**src/shared/lcd_pkg.sv**
```systemverilog
`default_nettype none
package lcd_pkg;
   // Core clock and internal oscillator rates
   localparam int CLK_HZ = 25_000_000;
   localparam int OSC_HZ = 32_000;
   localparam int OSC_DIV_CYC = CLK_HZ / OSC_HZ;
   // Frame rates and their length in oscillator ticks
   localparam int FRAME_LO_HZ = 80;
   localparam int FRAME_HI_HZ = 160;
   localparam int FRAME_LO_TICKS = OSC_HZ / FRAME_LO_HZ;
   localparam int FRAME_HI_TICKS = OSC_HZ / FRAME_HI_HZ;
   // Blink rates in tenths of a hertz, half periods in oscillator ticks
   localparam int BLINK_FAST_DHZ = 20;
   localparam int BLINK_MID_DHZ = 10;
   localparam int BLINK_SLOW_DHZ = 5;
   localparam int BLINK_FAST_HALF = OSC_HZ * 10 / (2 * BLINK_FAST_DHZ);
   localparam int BLINK_MID_HALF = OSC_HZ * 10 / (2 * BLINK_MID_DHZ);
   localparam int BLINK_SLOW_HALF = OSC_HZ * 10 / (2 * BLINK_SLOW_DHZ);
   // Counter widths
   localparam int OSC_W = 16;
   localparam int FRAME_W = 9;
   localparam int BLINK_W = 15;
   // Serial bus addressing and commands
   localparam logic [6:0] SLAVE_ADDR = 7'h3E;
   localparam logic [7:0] CMD_DATA = 8'h80;
   localparam logic [7:0] CMD_DRIVE = 8'h82;
   localparam logic [7:0] CMD_SYSTEM = 8'h84;
   localparam logic [7:0] CMD_FRAME = 8'h86;
   localparam logic [7:0] CMD_BLINK = 8'h88;
   // Byte framing counts
   localparam logic [3:0] BYTE_BITS = 4'h8;
   localparam logic [3:0] ACK_DONE = 4'h9;
   localparam logic [1:0] IDX_DATA = 2'h2;
   // Display memory
   localparam int RAM_DEPTH = 52;
   localparam int RAM_AW = 6;
   localparam int RAM_DW = 8;
   localparam logic [5:0] LAST_ADDR_QUARTER = 6'h1B;
   localparam logic [5:0] LAST_ADDR_EIGHTH = 6'h33;
   // Setting field positions
   localparam int DUTY_BIT = 1;
   localparam int BIAS_BIT = 0;
   localparam int OSC_EN_BIT = 1;
   localparam int DISP_EN_BIT = 0;
   localparam int FRAME_BIT = 0;
   localparam int BLINK_RATE_HI_BIT = 1;
   localparam int BLINK_RATE_LO_BIT = 0;
   localparam int START_ADDR_MSB = 5;
   // Values after reset
   localparam logic [5:0] START_ADDR_RST = 6'h00;
   localparam logic [1:0] DUTY_BIAS_RST = 2'h0;
   localparam logic [1:0] OSC_DISP_RST = 2'h0;
   localparam logic FRAME_RST = 1'b0;
   localparam logic [1:0] BLINK_RST = 2'h0;
   // Blink selections
   localparam logic [1:0] BLINK_OFF = 2'h0;
   localparam logic [1:0] BLINK_FAST = 2'h1;
   localparam logic [1:0] BLINK_MID = 2'h2;
   localparam logic [1:0] BLINK_SLOW = 2'h3;
   // Serial bus states, Gray coded along idle-addr-rx-tx-idle
   typedef enum logic [1:0] {
      ST_IDLE = 2'b00,
      ST_ADDR = 2'b01,
      ST_RX = 2'b11,
      ST_TX = 2'b10
   } bus_state_e;
endpackage
`default_nettype wire

```
**src/shared/ram_port_if.sv**
```systemverilog
`default_nettype none
interface ram_port_if;
   logic [lcd_pkg::RAM_AW-1:0] addr;
   logic [lcd_pkg::RAM_DW-1:0] wdata;
   logic [lcd_pkg::RAM_DW-1:0] rdata;
   logic we;
   modport ctrl (output addr, output wdata, output we, input rdata);
   modport mem (input addr, input wdata, input we, output rdata);
endinterface
`default_nettype wire

```
**src/logic/disp_ram.sv**
```systemverilog
`default_nettype none
module disp_ram #(
   parameter int DEPTH = lcd_pkg::RAM_DEPTH
) (
   // Clock and reset
   input wire logic core_clk,
   input wire logic resetn,
   // Memory port
   ram_port_if.mem port
);
   import lcd_pkg::*;

   logic [RAM_DW-1:0] mem_q [DEPTH];
   logic [RAM_DW-1:0] rdata_q;

   // Write at the addressed location, ignoring addresses past the end
   always_ff @(posedge core_clk) begin
      if (port.we && (int'(port.addr) < DEPTH)) begin
         mem_q[port.addr] <= port.wdata;
      end
   end

   // Registered read data, zero past the end
   always_ff @(posedge core_clk) begin
      if (!resetn) begin
         rdata_q <= 8'h00;
      end else if (int'(port.addr) < DEPTH) begin
         rdata_q <= mem_q[port.addr];
      end else begin
         rdata_q <= 8'h00;
      end
   end

   assign port.rdata = rdata_q;
endmodule
`default_nettype wire

```
**src/logic/lcd_ctrl.sv**
```systemverilog
`default_nettype none
module lcd_ctrl #(
   parameter int OSC_DIV = lcd_pkg::OSC_DIV_CYC
) (
   // Clock and reset
   input wire logic core_clk,
   input wire logic resetn,
   // Serial bus pins, data is open drain
   input wire logic scl_i,
   input wire logic sda_i,
   output logic sda_o,
   output logic sda_oe,
   // Drive mode
   output logic duty_eighth,
   output logic bias_quarter,
   // Oscillator and display state
   output logic osc_run,
   output logic display_on,
   // Frame timing
   output logic frame_fast,
   output logic frame_tick
);
   import lcd_pkg::*;

   ram_port_if ram ();

   // Pin synchronisers and edge history
   logic [1:0] scl_sync_q;
   logic [1:0] sda_sync_q;
   logic scl_prev_q;
   logic sda_prev_q;
   logic scl_s;
   logic sda_s;
   logic start_det;
   logic stop_det;
   logic scl_rise;
   logic scl_fall;

   // Bus engine state
   bus_state_e state_q;
   logic [3:0] bit_cnt_q;
   logic [7:0] rx_shift_q;
   logic [7:0] tx_shift_q;
   logic [1:0] byte_idx_q;
   logic [7:0] cmd_q;
   logic sda_oe_q;
   logic sda_o_q;
   logic addr_match;
   logic rx_done;
   logic tx_acked;

   // Settings
   logic [5:0] display_start_address_q;
   logic [1:0] duty_bias_select_q;
   logic [1:0] oscillator_display_enable_q;
   logic frame_rate_select_q;
   logic [1:0] blink_rate_select_q;
   logic [5:0] ptr_last;
   logic [5:0] ptr_next;

   // Timing
   logic [OSC_W-1:0] osc_cnt_q;
   logic osc_tick;
   logic [FRAME_W-1:0] frame_cnt_q;
   logic [FRAME_W-1:0] frame_len;
   logic frame_tick_q;
   logic [BLINK_W-1:0] blink_cnt_q;
   logic [BLINK_W-1:0] blink_half;
   logic blink_phase_q;
   logic display_on_q;
   logic osc_en;
   logic disp_en;

   // Two-stage synchronisers, then one more stage for edges
   always_ff @(posedge core_clk) begin
      if (!resetn) begin
         scl_sync_q <= 2'h3;
         sda_sync_q <= 2'h3;
         scl_prev_q <= 1'b1;
         sda_prev_q <= 1'b1;
      end else begin
         scl_sync_q <= {scl_sync_q[0], scl_i};
         sda_sync_q <= {sda_sync_q[0], sda_i};
         scl_prev_q <= scl_sync_q[1];
         sda_prev_q <= sda_sync_q[1];
      end
   end

   // Bus conditions and clock edges
   assign scl_s = scl_sync_q[1];
   assign sda_s = sda_sync_q[1];
   assign start_det = scl_s & scl_prev_q & sda_prev_q & ~sda_s;
   assign stop_det = scl_s & scl_prev_q & ~sda_prev_q & sda_s;
   assign scl_rise = scl_s & ~scl_prev_q;
   assign scl_fall = ~scl_s & scl_prev_q;

   // Address match for the bus engine; byte events seen by the settings logic
   assign addr_match = (rx_shift_q[7:1] == SLAVE_ADDR);
   assign rx_done = (state_q == ST_RX) && scl_fall && (bit_cnt_q == ACK_DONE);
   assign tx_acked = (state_q == ST_TX) && scl_rise && (bit_cnt_q == BYTE_BITS) && !sda_s;

   // Pointer wrap at the last location of the duty mode
   assign ptr_last = duty_bias_select_q[DUTY_BIT] ? LAST_ADDR_EIGHTH : LAST_ADDR_QUARTER;
   assign ptr_next = (display_start_address_q >= ptr_last) ? 6'h00
                     : display_start_address_q + 6'h01;

   // Bus engine: framing, acknowledge and transmit shifting
   always_ff @(posedge core_clk) begin
      if (!resetn) begin
         state_q <= ST_IDLE;
         bit_cnt_q <= 4'h0;
         rx_shift_q <= 8'h00;
         tx_shift_q <= 8'h00;
         byte_idx_q <= 2'h0;
         cmd_q <= 8'h00;
         sda_oe_q <= 1'b0;
      end else if (start_det) begin
         // Start or repeated start opens a new address phase
         state_q <= ST_ADDR;
         bit_cnt_q <= 4'h0;
         byte_idx_q <= 2'h0;
         sda_oe_q <= 1'b0;
      end else if (stop_det) begin
         state_q <= ST_IDLE;
         sda_oe_q <= 1'b0;
      end else begin
         unique case (state_q)
            ST_IDLE: begin
               sda_oe_q <= 1'b0;
            end
            ST_ADDR, ST_RX: begin
               if (scl_rise && (bit_cnt_q < BYTE_BITS)) begin
                  rx_shift_q <= {rx_shift_q[6:0], sda_s};
                  bit_cnt_q <= bit_cnt_q + 4'h1;
               end else if (scl_rise && (bit_cnt_q == BYTE_BITS)) begin
                  bit_cnt_q <= ACK_DONE;
               end else if (scl_fall && (bit_cnt_q == BYTE_BITS)) begin
                  if ((state_q == ST_ADDR) && !addr_match) begin
                     state_q <= ST_IDLE;
                  end else begin
                     sda_oe_q <= 1'b1;
                  end
               end else if (scl_fall && (bit_cnt_q == ACK_DONE)) begin
                  sda_oe_q <= 1'b0;
                  bit_cnt_q <= 4'h0;
                  if (state_q == ST_ADDR) begin
                     if (rx_shift_q[0]) begin
                        // Read: first byte goes out MSB first
                        state_q <= ST_TX;
                        tx_shift_q <= ram.rdata;
                        sda_oe_q <= ~ram.rdata[7];
                     end else begin
                        state_q <= ST_RX;
                     end
                  end else begin
                     if (byte_idx_q == 2'h0) begin
                        cmd_q <= rx_shift_q;
                     end
                     if (byte_idx_q != IDX_DATA) begin
                        byte_idx_q <= byte_idx_q + 2'h1;
                     end
                  end
               end
            end
            ST_TX: begin
               if (scl_rise && (bit_cnt_q < ACK_DONE)) begin
                  bit_cnt_q <= bit_cnt_q + 4'h1;
                  if ((bit_cnt_q == BYTE_BITS) && sda_s) begin
                     state_q <= ST_IDLE;
                  end
               end else if (scl_fall && (bit_cnt_q != 4'h0) && (bit_cnt_q < BYTE_BITS)) begin
                  tx_shift_q <= {tx_shift_q[6:0], 1'b0};
                  sda_oe_q <= ~tx_shift_q[6];
               end else if (scl_fall && (bit_cnt_q == BYTE_BITS)) begin
                  sda_oe_q <= 1'b0;
               end else if (scl_fall && (bit_cnt_q == ACK_DONE)) begin
                  // Master acknowledged: next byte follows
                  bit_cnt_q <= 4'h0;
                  tx_shift_q <= ram.rdata;
                  sda_oe_q <= ~ram.rdata[7];
               end
            end
         endcase
      end
   end

   // Data line only ever pulls low
   always_ff @(posedge core_clk) begin
      if (!resetn) begin
         sda_o_q <= 1'b0;
      end else begin
         sda_o_q <= 1'b0;
      end
   end

   // Memory port: data bytes after command 80h land at the pointer
   assign ram.addr = display_start_address_q;
   assign ram.wdata = rx_shift_q;
   assign ram.we = rx_done && (byte_idx_q == IDX_DATA) && (cmd_q == CMD_DATA);

   // Address pointer: load, write advance, read advance
   always_ff @(posedge core_clk) begin
      if (!resetn) begin
         display_start_address_q <= START_ADDR_RST;
      end else if (rx_done && (byte_idx_q == 2'h1) && (cmd_q == CMD_DATA)) begin
         display_start_address_q <= rx_shift_q[START_ADDR_MSB:0];
      end else if (ram.we) begin
         display_start_address_q <= ptr_next;
      end else if (tx_acked) begin
         display_start_address_q <= ptr_next;
      end
   end

   // Setting bytes take effect at the end of their acknowledge
   always_ff @(posedge core_clk) begin
      if (!resetn) begin
         duty_bias_select_q <= DUTY_BIAS_RST;
         oscillator_display_enable_q <= OSC_DISP_RST;
         frame_rate_select_q <= FRAME_RST;
         blink_rate_select_q <= BLINK_RST;
      end else if (rx_done && (byte_idx_q == 2'h1)) begin
         unique case (cmd_q)
            CMD_DRIVE: begin
               duty_bias_select_q <= rx_shift_q[DUTY_BIT:BIAS_BIT];
            end
            CMD_SYSTEM: begin
               oscillator_display_enable_q <= rx_shift_q[OSC_EN_BIT:DISP_EN_BIT];
            end
            CMD_FRAME: begin
               frame_rate_select_q <= rx_shift_q[FRAME_BIT];
            end
            CMD_BLINK: begin
               blink_rate_select_q <= rx_shift_q[BLINK_RATE_HI_BIT:BLINK_RATE_LO_BIT];
            end
            default: begin
               // Pointer command and unknown codes leave settings alone
               duty_bias_select_q <= duty_bias_select_q;
            end
         endcase
      end
   end

   assign osc_en = oscillator_display_enable_q[OSC_EN_BIT];
   assign disp_en = oscillator_display_enable_q[DISP_EN_BIT];

   // Internal oscillator tick, stopped while disabled
   always_ff @(posedge core_clk) begin
      if (!resetn || !osc_en) begin
         osc_cnt_q <= 16'h0000;
      end else if (osc_cnt_q == OSC_W'(OSC_DIV - 1)) begin
         osc_cnt_q <= 16'h0000;
      end else begin
         osc_cnt_q <= osc_cnt_q + 16'h0001;
      end
   end
   assign osc_tick = osc_en && (osc_cnt_q == OSC_W'(OSC_DIV - 1));

   // Frame length in oscillator ticks
   assign frame_len = frame_rate_select_q ? FRAME_W'(FRAME_HI_TICKS - 1)
                      : FRAME_W'(FRAME_LO_TICKS - 1);

   // Frame divider and one-cycle frame tick
   always_ff @(posedge core_clk) begin
      if (!resetn || !osc_en) begin
         frame_cnt_q <= 9'h000;
         frame_tick_q <= 1'b0;
      end else if (osc_tick && (frame_cnt_q >= frame_len)) begin
         frame_cnt_q <= 9'h000;
         frame_tick_q <= 1'b1;
      end else begin
         frame_cnt_q <= osc_tick ? frame_cnt_q + 9'h001 : frame_cnt_q;
         frame_tick_q <= 1'b0;
      end
   end

   // Blink half period in oscillator ticks
   always_comb begin
      unique case (blink_rate_select_q)
         BLINK_FAST: blink_half = BLINK_W'(BLINK_FAST_HALF - 1);
         BLINK_MID: blink_half = BLINK_W'(BLINK_MID_HALF - 1);
         BLINK_SLOW: blink_half = BLINK_W'(BLINK_SLOW_HALF - 1);
         BLINK_OFF: blink_half = BLINK_W'(BLINK_FAST_HALF - 1);
      endcase
   end

   // Blink phase toggles every half period; shown while off
   always_ff @(posedge core_clk) begin
      if (!resetn || !osc_en || (blink_rate_select_q == BLINK_OFF)) begin
         blink_cnt_q <= 15'h0000;
         blink_phase_q <= 1'b1;
      end else if (osc_tick && (blink_cnt_q >= blink_half)) begin
         blink_cnt_q <= 15'h0000;
         blink_phase_q <= ~blink_phase_q;
      end else if (osc_tick) begin
         blink_cnt_q <= blink_cnt_q + 15'h0001;
      end
   end

   // Display visible only with oscillator, enable and blink phase
   always_ff @(posedge core_clk) begin
      if (!resetn) begin
         display_on_q <= 1'b0;
      end else begin
         display_on_q <= osc_en && disp_en && blink_phase_q;
      end
   end

   // Display memory
   disp_ram #(
      .DEPTH(RAM_DEPTH)
   ) u_ram (
      .core_clk(core_clk),
      .resetn(resetn),
      .port(ram.mem)
   );

   // Outputs straight from flip-flops
   assign sda_o = sda_o_q;
   assign sda_oe = sda_oe_q;
   assign duty_eighth = duty_bias_select_q[DUTY_BIT];
   assign bias_quarter = duty_bias_select_q[BIAS_BIT];
   assign osc_run = oscillator_display_enable_q[OSC_EN_BIT];
   assign display_on = display_on_q;
   assign frame_fast = frame_rate_select_q;
   assign frame_tick = frame_tick_q;
endmodule
`default_nettype wire

```
**config.mk**
```make
export PLATFORM = sky130hd
export DESIGN_NAME = lcd_ctrl
export DESIGN_NICKNAME = d
export VERILOG_FILES = /design/src/shared/lcd_pkg.sv /design/src/shared/ram_port_if.sv /design/src/logic/disp_ram.sv /design/src/logic/lcd_ctrl.sv
export SDC_FILE = /design/constraint.sdc
export NUM_CORES = 1
export LEC_CHECK = 0
export ABC_AREA = 1
export BUFFER_PORTS_ARGS = -buffer_cell sky130_fd_sc_hd__buf_2
export CORE_UTILIZATION = 45
export DETAILED_ROUTE_END_ITERATION = 8
export PLACE_DENSITY = 0.56
export SETUP_SLACK_MARGIN = 0.2
export SLEW_MARGIN = 20
export SYNTH_ARGS = -nofsm -noshare
export SYNTH_HDL_FRONTEND = slang
export SYNTH_SLANG_ARGS = --single-unit
```
**constraint.sdc**
```tcl
create_clock -name core_clk -period 5.41 [get_ports core_clk]
set_input_delay 1.3525 -clock core_clk [delete_from_list [all_inputs] [get_ports core_clk]]
set_output_delay 1.3525 -clock core_clk [all_outputs]
set_load 0.005 [all_outputs]
```
; ---- Yosys cells after proc, flatten, opt, wreduce, memory -nomap -nowiden
; Memories as Yosys holds them, arrays and structs flattened. A register that Yosys moved wholly into a read port is not among the register bits.
; Index checks and enable logic that the tools add are counted.
[totals]
reg_bits = 94
ram_bits = 416
elab_cells = 209
memories = 1
[op_classes]
add_sub_neg = 6
n_lt_le_gt_ge = 6
n_eq_ne = 42
muxes = 52
bitwise = 21
n_reduce_logical = 58
[mem_list]
columns = name, words, word_bits, rd, rd_clocked_by_memory_dff, wr, line_no
row1 = u_ram.mem_q, 52, 8, 1, 1, 1, disp_ram.sv:13  ; logic [RAM_DW-1:0] mem_q [DEPTH];
[op_table]
columns = operator, n
row1 = 7-bit two-way mux, 10
row2 = 15-bit one-hot mux with 3 select lines, 1
row3 = 8-bit == test (second input constant), 5
row4 = 6-bit two-way mux, 5
row5 = 1-bit logical AND, 24
row6 = 4-bit two-way mux, 6
row7 = 8-bit AND reduction, 3
row8 = 3-bit inequality test (second input constant), 6
row9 = 1-bit two-way mux, 17
row10 = 16-bit by 1-bit adder with 16-bit output (second input constant), 1
row11 = 16-bit by 10-bit == test with 1-bit output (second input constant), 1
row12 = 2-bit two-way mux, 8
row13 = 2-bit inequality test (second input constant), 8
row14 = 15-bit by 1-bit adder with 15-bit output (second input constant), 1
row15 = 15-bit >= comparator, 1
row16 = 5-bit inequality test (second input constant), 3
row17 = 1-bit NOT, 14
row18 = 7-bit one-hot mux with 2 select lines, 1
row19 = 12-bit AND reduction, 1
row20 = 2-bit OR reduction, 6
row21 = 2-bit == test (second input constant), 5
row22 = 2-bit AND reduction, 5
row23 = 9-bit by 1-bit adder with 9-bit output (second input constant), 1
row24 = 9-bit >= comparator, 1
row25 = 30 further kinds, 51

; ---- Longest topological paths before layout
; Gate-level depths: netlist (run 1).
[logic_depth]
depth_word = 10
ltp_mapped = 14
ltp_nobuf = 13

; ---- Cells and area by module
; Synthesis (run 1) repeated with hierarchy kept, for this count alone.
[unflattened]
cells_unflattened = 2574
hier_area_um2 = 23416.2
[modules_own_cells]
columns = mod, instances, cells_each, area_per_inst_um2, seq_area_each_um2
row1 = disp_ram, 1, 1740, 17946.0, 12652.1
row2 = lcd_ctrl, 1, 834, 5470.2, 1881.8

; ---- Worst setup path before layout (run 1)
; OpenSTA, ideal clock, no wires.
[synth_path]
path_kind = register -> register
startpoint = register bit_cnt_q[0]
endpoint = memory u_ram.mem_q[24][0], enable pin
setup_ns = 0.370
arrival_time_ns = 1.787
slack_ns = 3.253
stages_incl_launch_ff = 10
path_buffers = 0
synth_period_minus_slack_ns = 2.157
path_cell_list = dfxtp_1 > ha_1 > nand3_2 > nor2_4 > nand2_1 > inv_2 > nand2_2 > nor2_8 > nand4_4 > nor2_1
[synth_via]
elab_chain_cells = 7
[synth_lines]
columns = element, line_no
row1 = "start, declared", lcd_ctrl.sv:41  ; logic [3:0] bit_cnt_q;
row2 = "start signal, assigned", lcd_ctrl.sv:134  ; bit_cnt_q <= bit_cnt_q + 4'h1;
row3 = "start signal, assigned", lcd_ctrl.sv:167  ; bit_cnt_q <= bit_cnt_q + 4'h1;
row4 = 4-bit == test, lcd_ctrl.sv:99  ; assign rx_done = (state_q == ST_RX) && scl_fall && (bit_cnt_q == ACK_DONE);
row5 = 1-bit logical AND, lcd_ctrl.sv:99
row6 = 1-bit logical AND (2 in a row), lcd_ctrl.sv:199  ; assign ram.we = rx_done && (byte_idx_q == IDX_DATA) && (cmd_q == CMD_DATA);
row7 = 1-bit logical AND, disp_ram.sv:18  ; if (port.we && (int'(port.addr) < DEPTH)) begin
row8 = 1-bit two-way mux, disp_ram.sv:18
row9 = 1-bit two-way mux (not written as such), disp_ram.sv:19  ; mem_q[port.addr] <= port.wdata;
row10 = "end, declared", disp_ram.sv:13
; No other way between the ends.

; ---- Worst setup path in the final report (run 1)
[layout_path]
startpoint = register display_start_address_q[2]
endpoint = memory u_ram.mem_q[30][1], enable pin
[layout_via]
elab_chain_cells = 4
[layout_lines]
columns = element, line_no
row1 = "start, declared", lcd_ctrl.sv:53  ; logic [5:0] display_start_address_q;
row2 = "start signal, assigned", lcd_ctrl.sv:206  ; display_start_address_q <= rx_shift_q[START_ADDR_MSB:0];
row3 = "start signal, assigned", lcd_ctrl.sv:208  ; display_start_address_q <= ptr_next;
row4 = "start signal, assigned", lcd_ctrl.sv:210  ; display_start_address_q <= ptr_next;
row5 = 6-bit < comparator, disp_ram.sv:18
row6 = 1-bit logical AND, disp_ram.sv:18
row7 = 1-bit two-way mux, disp_ram.sv:18
row8 = 1-bit two-way mux (not written as such), disp_ram.sv:19
; Several ways; a longest one is shown, not always the timed one.

==> flow_summary.json, run 1 <==
{
  "grt.total_usage_pct": 22.90,
  "synth_fp_nets": 2494,
  "main_combinational_cell_family_by_area_after_synthesis": "simple AND/OR/NAND/NOR gates",
  "peakVddDrop_v": 0.0002866,
  "post_layout_nets": 2458,
  "synthTopCellsByArea": "sky130_fd_sc_hd__edfxtp_1 (54%), sky130_fd_sc_hd__nand2_1 (17%), sky130_fd_sc_hd__dfxtp_1 (8.8%), sky130_fd_sc_hd__nor2_1 (3.8%), sky130_fd_sc_hd__nand4_1 (2.5%)",
  "met2_track_demand_over_resource_in_global_routing_pct": 37.72,
  "layout.cells.most_common_list": "sky130_fd_sc_hd__nand2_1 (1078), sky130_fd_sc_hd__edfxtp_1 (416), sky130_fd_sc_hd__nor2_1 (236)",
  "leakage_power_summed_over_all_cells_nw": 9.078,
  "worst_setup_path_start_kind": "flip-flop",
  "setup_total_negative_slack_ns": 0,
  "synth_warnings": 0,
  "netlist.top_cell.by_area": "sky130_fd_sc_hd__edfxtp_1",
  "clock_sinks": 518,
  "worst_path_setup_slack_after_routing_ns": 2.030,
  "flow.area_growth_from_synthesis_pct": 9.421,
  "rsz0062_at_grt": "false",
  "timing.clock.skew_ns": 0.03236,
  "grt.met3_usage_pct": 3.131,
  "hold_slack_ns": 0.4151,
  "synthesis.area_per_instance_um2": 9.369,
  "num_io_pins": 12,
  "critical_path_peak_fanout": 63,
  "drcViolationCount": 0,
  "wire_length_of_the_first_global_routing_pass_um": 92470,
  "reported_max_cap_violation_count": 0,
  "clk_transition_reported_paths_ns": 0.06,
  "detailroute.via_count": 16420,
  "yosysUniqueCellTypes": 45,
  "worst_slew_pin_slew_ns": 1.054,
  "grt.overflow.total": 0,
  "viasPerCell": 5.220,
  "buffer_ports.inserted": 10,
  "cts_resized": 0,
  "yosys.area_share.adder_pct": 1.190,
  "post-cts-setup-buffer-count": 0,
  "initial_core_util_pct": 45.90,
  "h_tree_levels": 2,
  "mostFrequentLayoutCell": "sky130_fd_sc_hd__nand2_1",
  "hpwl_um": 34800,
  "finalMaxSlewViolations": 0,
  "synth_cells": 2468,
  "rows": 82,
  "ys_seq_area_share_pct": 62.85,
  "critPathKind": "flip-flop to flip-flop",
  "drtAntennaViolNets": 0,
  "worstSetupEndpointType": "flip-flop",
  "drt_pass1_iterations": 5,
  "place_ws_ns": 2.062,
  "r2r_setup_slack_ns": 2.03,
  "core_region_area_um2": 50380,
  "final_layout_size_suffix_gt1_share_pct": 6.189,
  "die-width_um": 228.7,
  "count_of_final_hold_check_violations": 0,
  "cts_root_buffer": "sky130_fd_sc_hd__clkbuf_16",
  "achievable-frequency_mhz": 295.9,
  "postRouteWirelength_um": 59360,
  "power_per_cell_area_nw_per_um2": 314.8,
  "placed_area_um2": 23580,
  "worst_path_required_ns": 5.63,
  "clock_tree.buffer_depth": 3,
  "fill_cells": 4706,
  "postSynthRegisterBits": 518,
  "netlist.area_leader.share_pct": 54.02,
  "die-area_um2": 52300,
  "grt.met1_usage_pct": 30.88,
  "setup-violations-final": 0,
  "gp_routability_congestion": 0.8384,
  "synth_simple_gate_area_share_pct": 26.90,
  "grt_max_degree": 143,
  "tritoncts.num_buffers": 55,
  "final.min_clock_period_ns": 3.380,
  "syn-cell-area_um2": 23120,
  "die_y_um": 228.7,
  "place_inst": 3047,
  "arrival_ns": 3.60,
  "clk-insertion-delay-late_ns": 0.62,
  "post_route_cell_area_um2": 25300,
  "hp-class": "flip-flop to flip-flop",
  "synthArstFlopShare_pct": 0,
  "dr.first_iter.drc_count": 1325,
  "final_min_period_over_clock_period_pct": 62.47,
  "dominantRegCellSynth": "sky130_fd_sc_hd__edfxtp_1",
  "synth_enable_flop_cells": 416,
  "post_cts_hold_buffer_count": 0,
  "multiplexer_share_of_the_synthesized_area_pct": 0,
  "antenna_found_initial": 0,
  "grt_pass1_vias": 16040,
  "number_of_standard_cells_in_the_layout_taps_in_and_fillers_out": 3145,
  "cts_tree": "done",
  "globalRoute.busiestLayer": "met2",
  "maxSlewHeadroom_pct": 29.51,
  "status": "completed",
  "drt-wirelength-per-cell_um": 18.87,
  "synth_compound_gate_area_share_pct": 3.728,
  "parity_gate_share_of_the_synthesized_area_counting_xor_and_xnor_cells_pct": 0.8712
}
power by group:
part / internal (W) / switching, W
logic: 0.0000195 / 0.0000391
clock network: 0.00207 / 0.00155
registers: 0.00426 / 0.0000227
total: 0.00635 / 0.00161
through the flow:
stage               utilization [%]  power (W)
floorplan                         -   0.004406
global placement              46.82   0.004424
detailed placement            46.82   0.004426
CTS                           50.22   0.008034
global route                  50.22   0.008180
finish                        50.23   0.007965
critical path: stages (launching register included):
cell	delay, ns
sky130_fd_sc_hd__dfxtp_2	0.33
sky130_fd_sc_hd__buf_4	0.57
sky130_fd_sc_hd__nand2_1	0.19
sky130_fd_sc_hd__nor2_1	0.83
sky130_fd_sc_hd__nand2_2	0.42
sky130_fd_sc_hd__nor2_1	0.64
cell families (layout without fill, tap and decap cells):
| group | Yosys count | in the layout |
|---|---|---|
| other | 1 | 2 |
| and+or+nand+nor | 1507 | 1507 |
| buffers and inverters | 236 | 240 |
| xor gates and xnor gates | 23 | 23 |
| DFF | 518 | 518 |
| AOI/OAI and AO/OA | 161 | 161 |
| adders and majority gates | 22 | 22 |
cells in the mapped netlist, types with 2 or more instances:
| library cell | instances |
|---|---|
| sky130_fd_sc_hd__o21ai_0 | 69 |
| sky130_fd_sc_hd__nor3_1 | 19 |
| sky130_fd_sc_hd__nand2_2 | 4 |
| sky130_fd_sc_hd__o21ai_1 | 3 |
| sky130_fd_sc_hd__clkbuf_1 | 27 |
| sky130_fd_sc_hd__ha_1 | 22 |
| sky130_fd_sc_hd__nand3_1 | 45 |
| sky130_fd_sc_hd__nand4_4 | 6 |
| sky130_fd_sc_hd__buf_1 | 4 |
| sky130_fd_sc_hd__or2_2 | 7 |
| sky130_fd_sc_hd__a21oi_1 | 63 |
| sky130_fd_sc_hd__nor3_2 | 2 |
| sky130_fd_sc_hd__nand4_1 | 94 |
| sky130_fd_sc_hd__buf_4 | 17 |
| sky130_fd_sc_hd__clkinv_1 | 2 |
| sky130_fd_sc_hd__xor2_1 | 14 |
| sky130_fd_sc_hd__o21a_1 | 2 |
| sky130_fd_sc_hd__nor4_1 | 2 |
| sky130_fd_sc_hd__nand3_2 | 4 |
| sky130_fd_sc_hd__xnor2_1 | 9 |
| sky130_fd_sc_hd__nor2_1 | 236 |
| sky130_fd_sc_hd__a211oi_1 | 2 |
| sky130_fd_sc_hd__o21bai_1 | 2 |
| sky130_fd_sc_hd__buf_2 | 61 |
| sky130_fd_sc_hd__edfxtp_1 | 416 |
| sky130_fd_sc_hd__a21boi_0 | 7 |
| sky130_fd_sc_hd__inv_2 | 16 |
| sky130_fd_sc_hd__dfxtp_1 | 102 |
| sky130_fd_sc_hd__o22ai_1 | 8 |
| sky130_fd_sc_hd__inv_1 | 108 |
| sky130_fd_sc_hd__nor2_2 | 2 |
| sky130_fd_sc_hd__nor3_4 | 2 |
| sky130_fd_sc_hd__a21oi_2 | 2 |
| sky130_fd_sc_hd__nand2_1 | 1078 |
worst paths after layout:
check	from	cells after the start	end
worst max-delay path	display_start_address_q[2]	5	u_ram.mem_q[30][1]
worst min-delay path	sda_sync_q[0]	1	sda_sync_q[1]
worst max register to register	display_start_address_q[2]	5	u_ram.mem_q[30][1]
worst min register to register	sda_sync_q[0]	1	sda_sync_q[1]
final cells by class:
| type | count | area [um2] | share of cell area (%) |
|---|---|---|---|
| clock buffers | 66 | 1438 | 5.682 |
| clock inverters | 31 | 277.8 | 1.098 |
| repair buffers | 17 | 127.6 | 0.5044 |
| multi-input cells | 1714 | 7562 | 29.89 |
| flip-flops and latches | 518 | 14570 | 57.60 |
| diodes | 1 | 2.502 | 0.009890 |
| inverters | 126 | 480.5 | 1.899 |
| well taps | 672 | 840.8 | 3.323 |
registers in the layout, indices dropped and copies added, names as in the netlist, 2 cells and up:
signal	cells
bit_cnt_q	4
blink_cnt_q	15
blink_rate_select_q	2
byte_idx_q	2
cmd_q	8
display_start_address_q	6
duty_bias_select_q	2
frame_cnt_q	9
osc_cnt_q	16
oscillator_display_enable_q	2
ram.wdata	8
scl_sync_q	2
sda_sync_q	2
state_q	2
tx_shift_q	7
u_ram.mem_q	416
u_ram.port.rdata	8
layer usage:
layer / vias to the layer above / routed length [um]
met5: - / 0
met4: 0 / 1835
met3: 108 / 3105
met2: 424 / 28130
met1: 7802 / 26280
li1: 8084 / -
Power figures use the tool's default switching activity.
==> inputs of run 2 (changes only) <==
clock period = 3.4 ns   (was 5.41 ns; I/O delays follow)
==> run 2 against run 1 <==
Clock skew is 0.00053 ns higher. Count of clock-buffer cells in the layout is 9 higher. Wire length is 2.3% lower. Global-route usage is 0.44 points lower. Via count is 1.4% higher. Critical path depth is 5 higher. Design area is 2.6% higher. Register-to-register slack worse by 1.3 ns. Total power is 62% higher. Core utilization is 1.3 points higher. Critical path type unchanged. Critical endpoint is now u_ram.mem_q[50][7]. Largest power group unchanged.
==> flow_summary.json, run 2 (same netlist as run 1, synthesis figures left out) <==
{
  "status": "completed",
  "insertedDiodeCount": 0,
  "die-width_um": 228.7,
  "final.min_clock_period_ns": 2.633,
  "flow.area_growth_from_synthesis_pct": 12.28,
  "cts_tree": "done",
  "dr.first_iter.drc_count": 1444,
  "worstSetupEndpointType": "flip-flop",
  "post_layout_nets": 2534,
  "fill_cells": 4666,
  "antenna_found_initial": 0,
  "power_per_cell_area_nw_per_um2": 497.3,
  "clk-insertion-delay-late_ns": 0.62,
  "post-cts-setup-buffer-count": 0,
  "clk_transition_reported_paths_ns": 0.07,
  "layout.cells.most_common_list": "sky130_fd_sc_hd__nand2_1 (1078), sky130_fd_sc_hd__edfxtp_1 (416), sky130_fd_sc_hd__nor2_1 (236)",
  "worst_slew_pin_slew_ns": 0.8182,
  "leakage_power_summed_over_all_cells_nw": 9.512,
  "worst-r2r-cell-count": 10,
  "arrival_ns": 2.95,
  "largest_register_ff_count": 416,
  "mostFrequentLayoutCell": "sky130_fd_sc_hd__nand2_1",
  "initial_core_util_pct": 45.90,
  "drcViolationCount": 0,
  "finalMaxSlewViolations": 0,
  "drtAntennaViolNets": 0,
  "buffer_ports.inserted": 10,
  "grt_max_degree": 96,
  "core_region_area_um2": 50380,
  "regMostFlops": "u_ram.mem_q",
  "maxSlewHeadroom_pct": 45.25,
  "critPathKind": "flip-flop to flip-flop",
  "layout.area.seq_um2": 14550,
  "hp-class": "flip-flop to flip-flop",
  "wire_length_of_the_first_global_routing_pass_um": 91410,
  "clock_tree.buffer_depth": 3,
  "viasPerCell": 5.162,
  "tritoncts.num_buffers": 55,
  "drt-wirelength-per-cell_um": 17.97,
  "cts_resized": 0,
  "worst_path_required_ns": 3.71,
  "hpwl_um": 36180,
  "gp_routability_congestion": 0.8406,
  "final_min_period_over_clock_period_pct": 77.45,
  "rows": 82,
  "setup-violations-final": 0,
  "critical_path_peak_fanout": 8,
  "achievable-frequency_mhz": 379.8,
  "setup_total_negative_slack_ns": 0,
  "hold_slack_ns": 0.4059,
  "die-area_um2": 52300,
  "timing.clock.skew_ns": 0.03288,
  "post_cts_hold_buffer_count": 0,
  "rsz0062_at_grt": "false",
  "detailroute.via_count": 16650,
  "clock_sinks": 518,
  "worstHoldPathCells": 1,
  "multi_input_comb_area_um2": 7562,
  "postRouteWirelength_um": 57970,
  "peakVddDrop_v": 0.0004625,
  "grt.overflow.total": 0,
  "final_layout_size_suffix_gt1_share_pct": 9.009,
  "cts_root_buffer": "sky130_fd_sc_hd__clkbuf_16",
  "grt_pass1_vias": 16150,
  "worst_setup_path_start_kind": "flip-flop",
  "drt_pass1_iterations": 6,
  "count_of_final_hold_check_violations": 0,
  "grt.total_usage_pct": 22.46,
  "reported_max_cap_violation_count": 0,
  "num_io_pins": 12,
  "die_y_um": 228.7,
  "reg.largest.list": "u_ram.mem_q x416, osc_cnt_q x16, blink_cnt_q x15",
  "h_tree_levels": 2
}
## run 2: layout make-up
type / instances / share of cell area (%)
inverter: 126 / 1.851
clock inverter: 27 / 1.195
clock buffer: 75 / 5.749
tap: 672 / 3.239
sequential: 518 / 56.05
timing repair buffer: 93 / 2.786
multi-input combinational: 1714 / 29.13
## run 2: power by group
part	total, W	internal, W	switching (W)
Sequential	0.00680	0.00678	0.0000185
Combinational	0.000111	0.0000329	0.0000784
Clock	0.00600	0.00353	0.00247
## run 2: final timing paths
kind | start | to | slack [ns]
max | bit_cnt_q[0] | u_ram.mem_q[50][7] | 0.77
min | sda_sync_q[0] | sda_sync_q[1] | 0.41
max reg2reg | bit_cnt_q[0] | u_ram.mem_q[50][7] | 0.77
min reg2reg | sda_sync_q[0] | sda_sync_q[1] | 0.41
## run 2: worst max-delay path, cell delays in order (launching register included)
cell and delay, ns:
sky130_fd_sc_hd__dfxtp_1 0.41, sky130_fd_sc_hd__ha_1 0.20, sky130_fd_sc_hd__nand3_2 0.12, sky130_fd_sc_hd__nor2_4 0.19
sky130_fd_sc_hd__nand2_1 0.09, sky130_fd_sc_hd__inv_2 0.06, sky130_fd_sc_hd__nand2_2 0.10, sky130_fd_sc_hd__nor2_8 0.26
sky130_fd_sc_hd__nand4_4 0.33, sky130_fd_sc_hd__nor2_1 0.38, sky130_fd_sc_hd__buf_4 0.19
## run 2: stage by stage
stage / total power, W / setup slack, ns / utilization, % / instance area [um2] / instances
after floorplan: 0.007011 / 1.243 / - / 23120 / 2468
after global placement: 0.007045 / 0.8459 / 47.96 / 24160 / 3123
after detailed placement: 0.007047 / 0.7904 / 47.96 / 24160 / 3123
after CTS: 0.01304 / 0.7669 / 51.54 / 25960 / 3225
after global routing: 0.01327 / 0.6196 / 51.54 / 25960 / 3225
final: 0.01291 / 0.7668 / 51.54 / 25960 / 3225
## run 2: per-layer routing
metal / part of all wire (%) / vias up / global-route usage (%)
li1: - / 8238 / -
met1: 45 / 7899 / 30.74
met2: 47 / 407 / 36.71
met3: 5.3 / 105 / 3.468
met4: 2.8 / 0 / 7.047
met5: 0 / - / 0
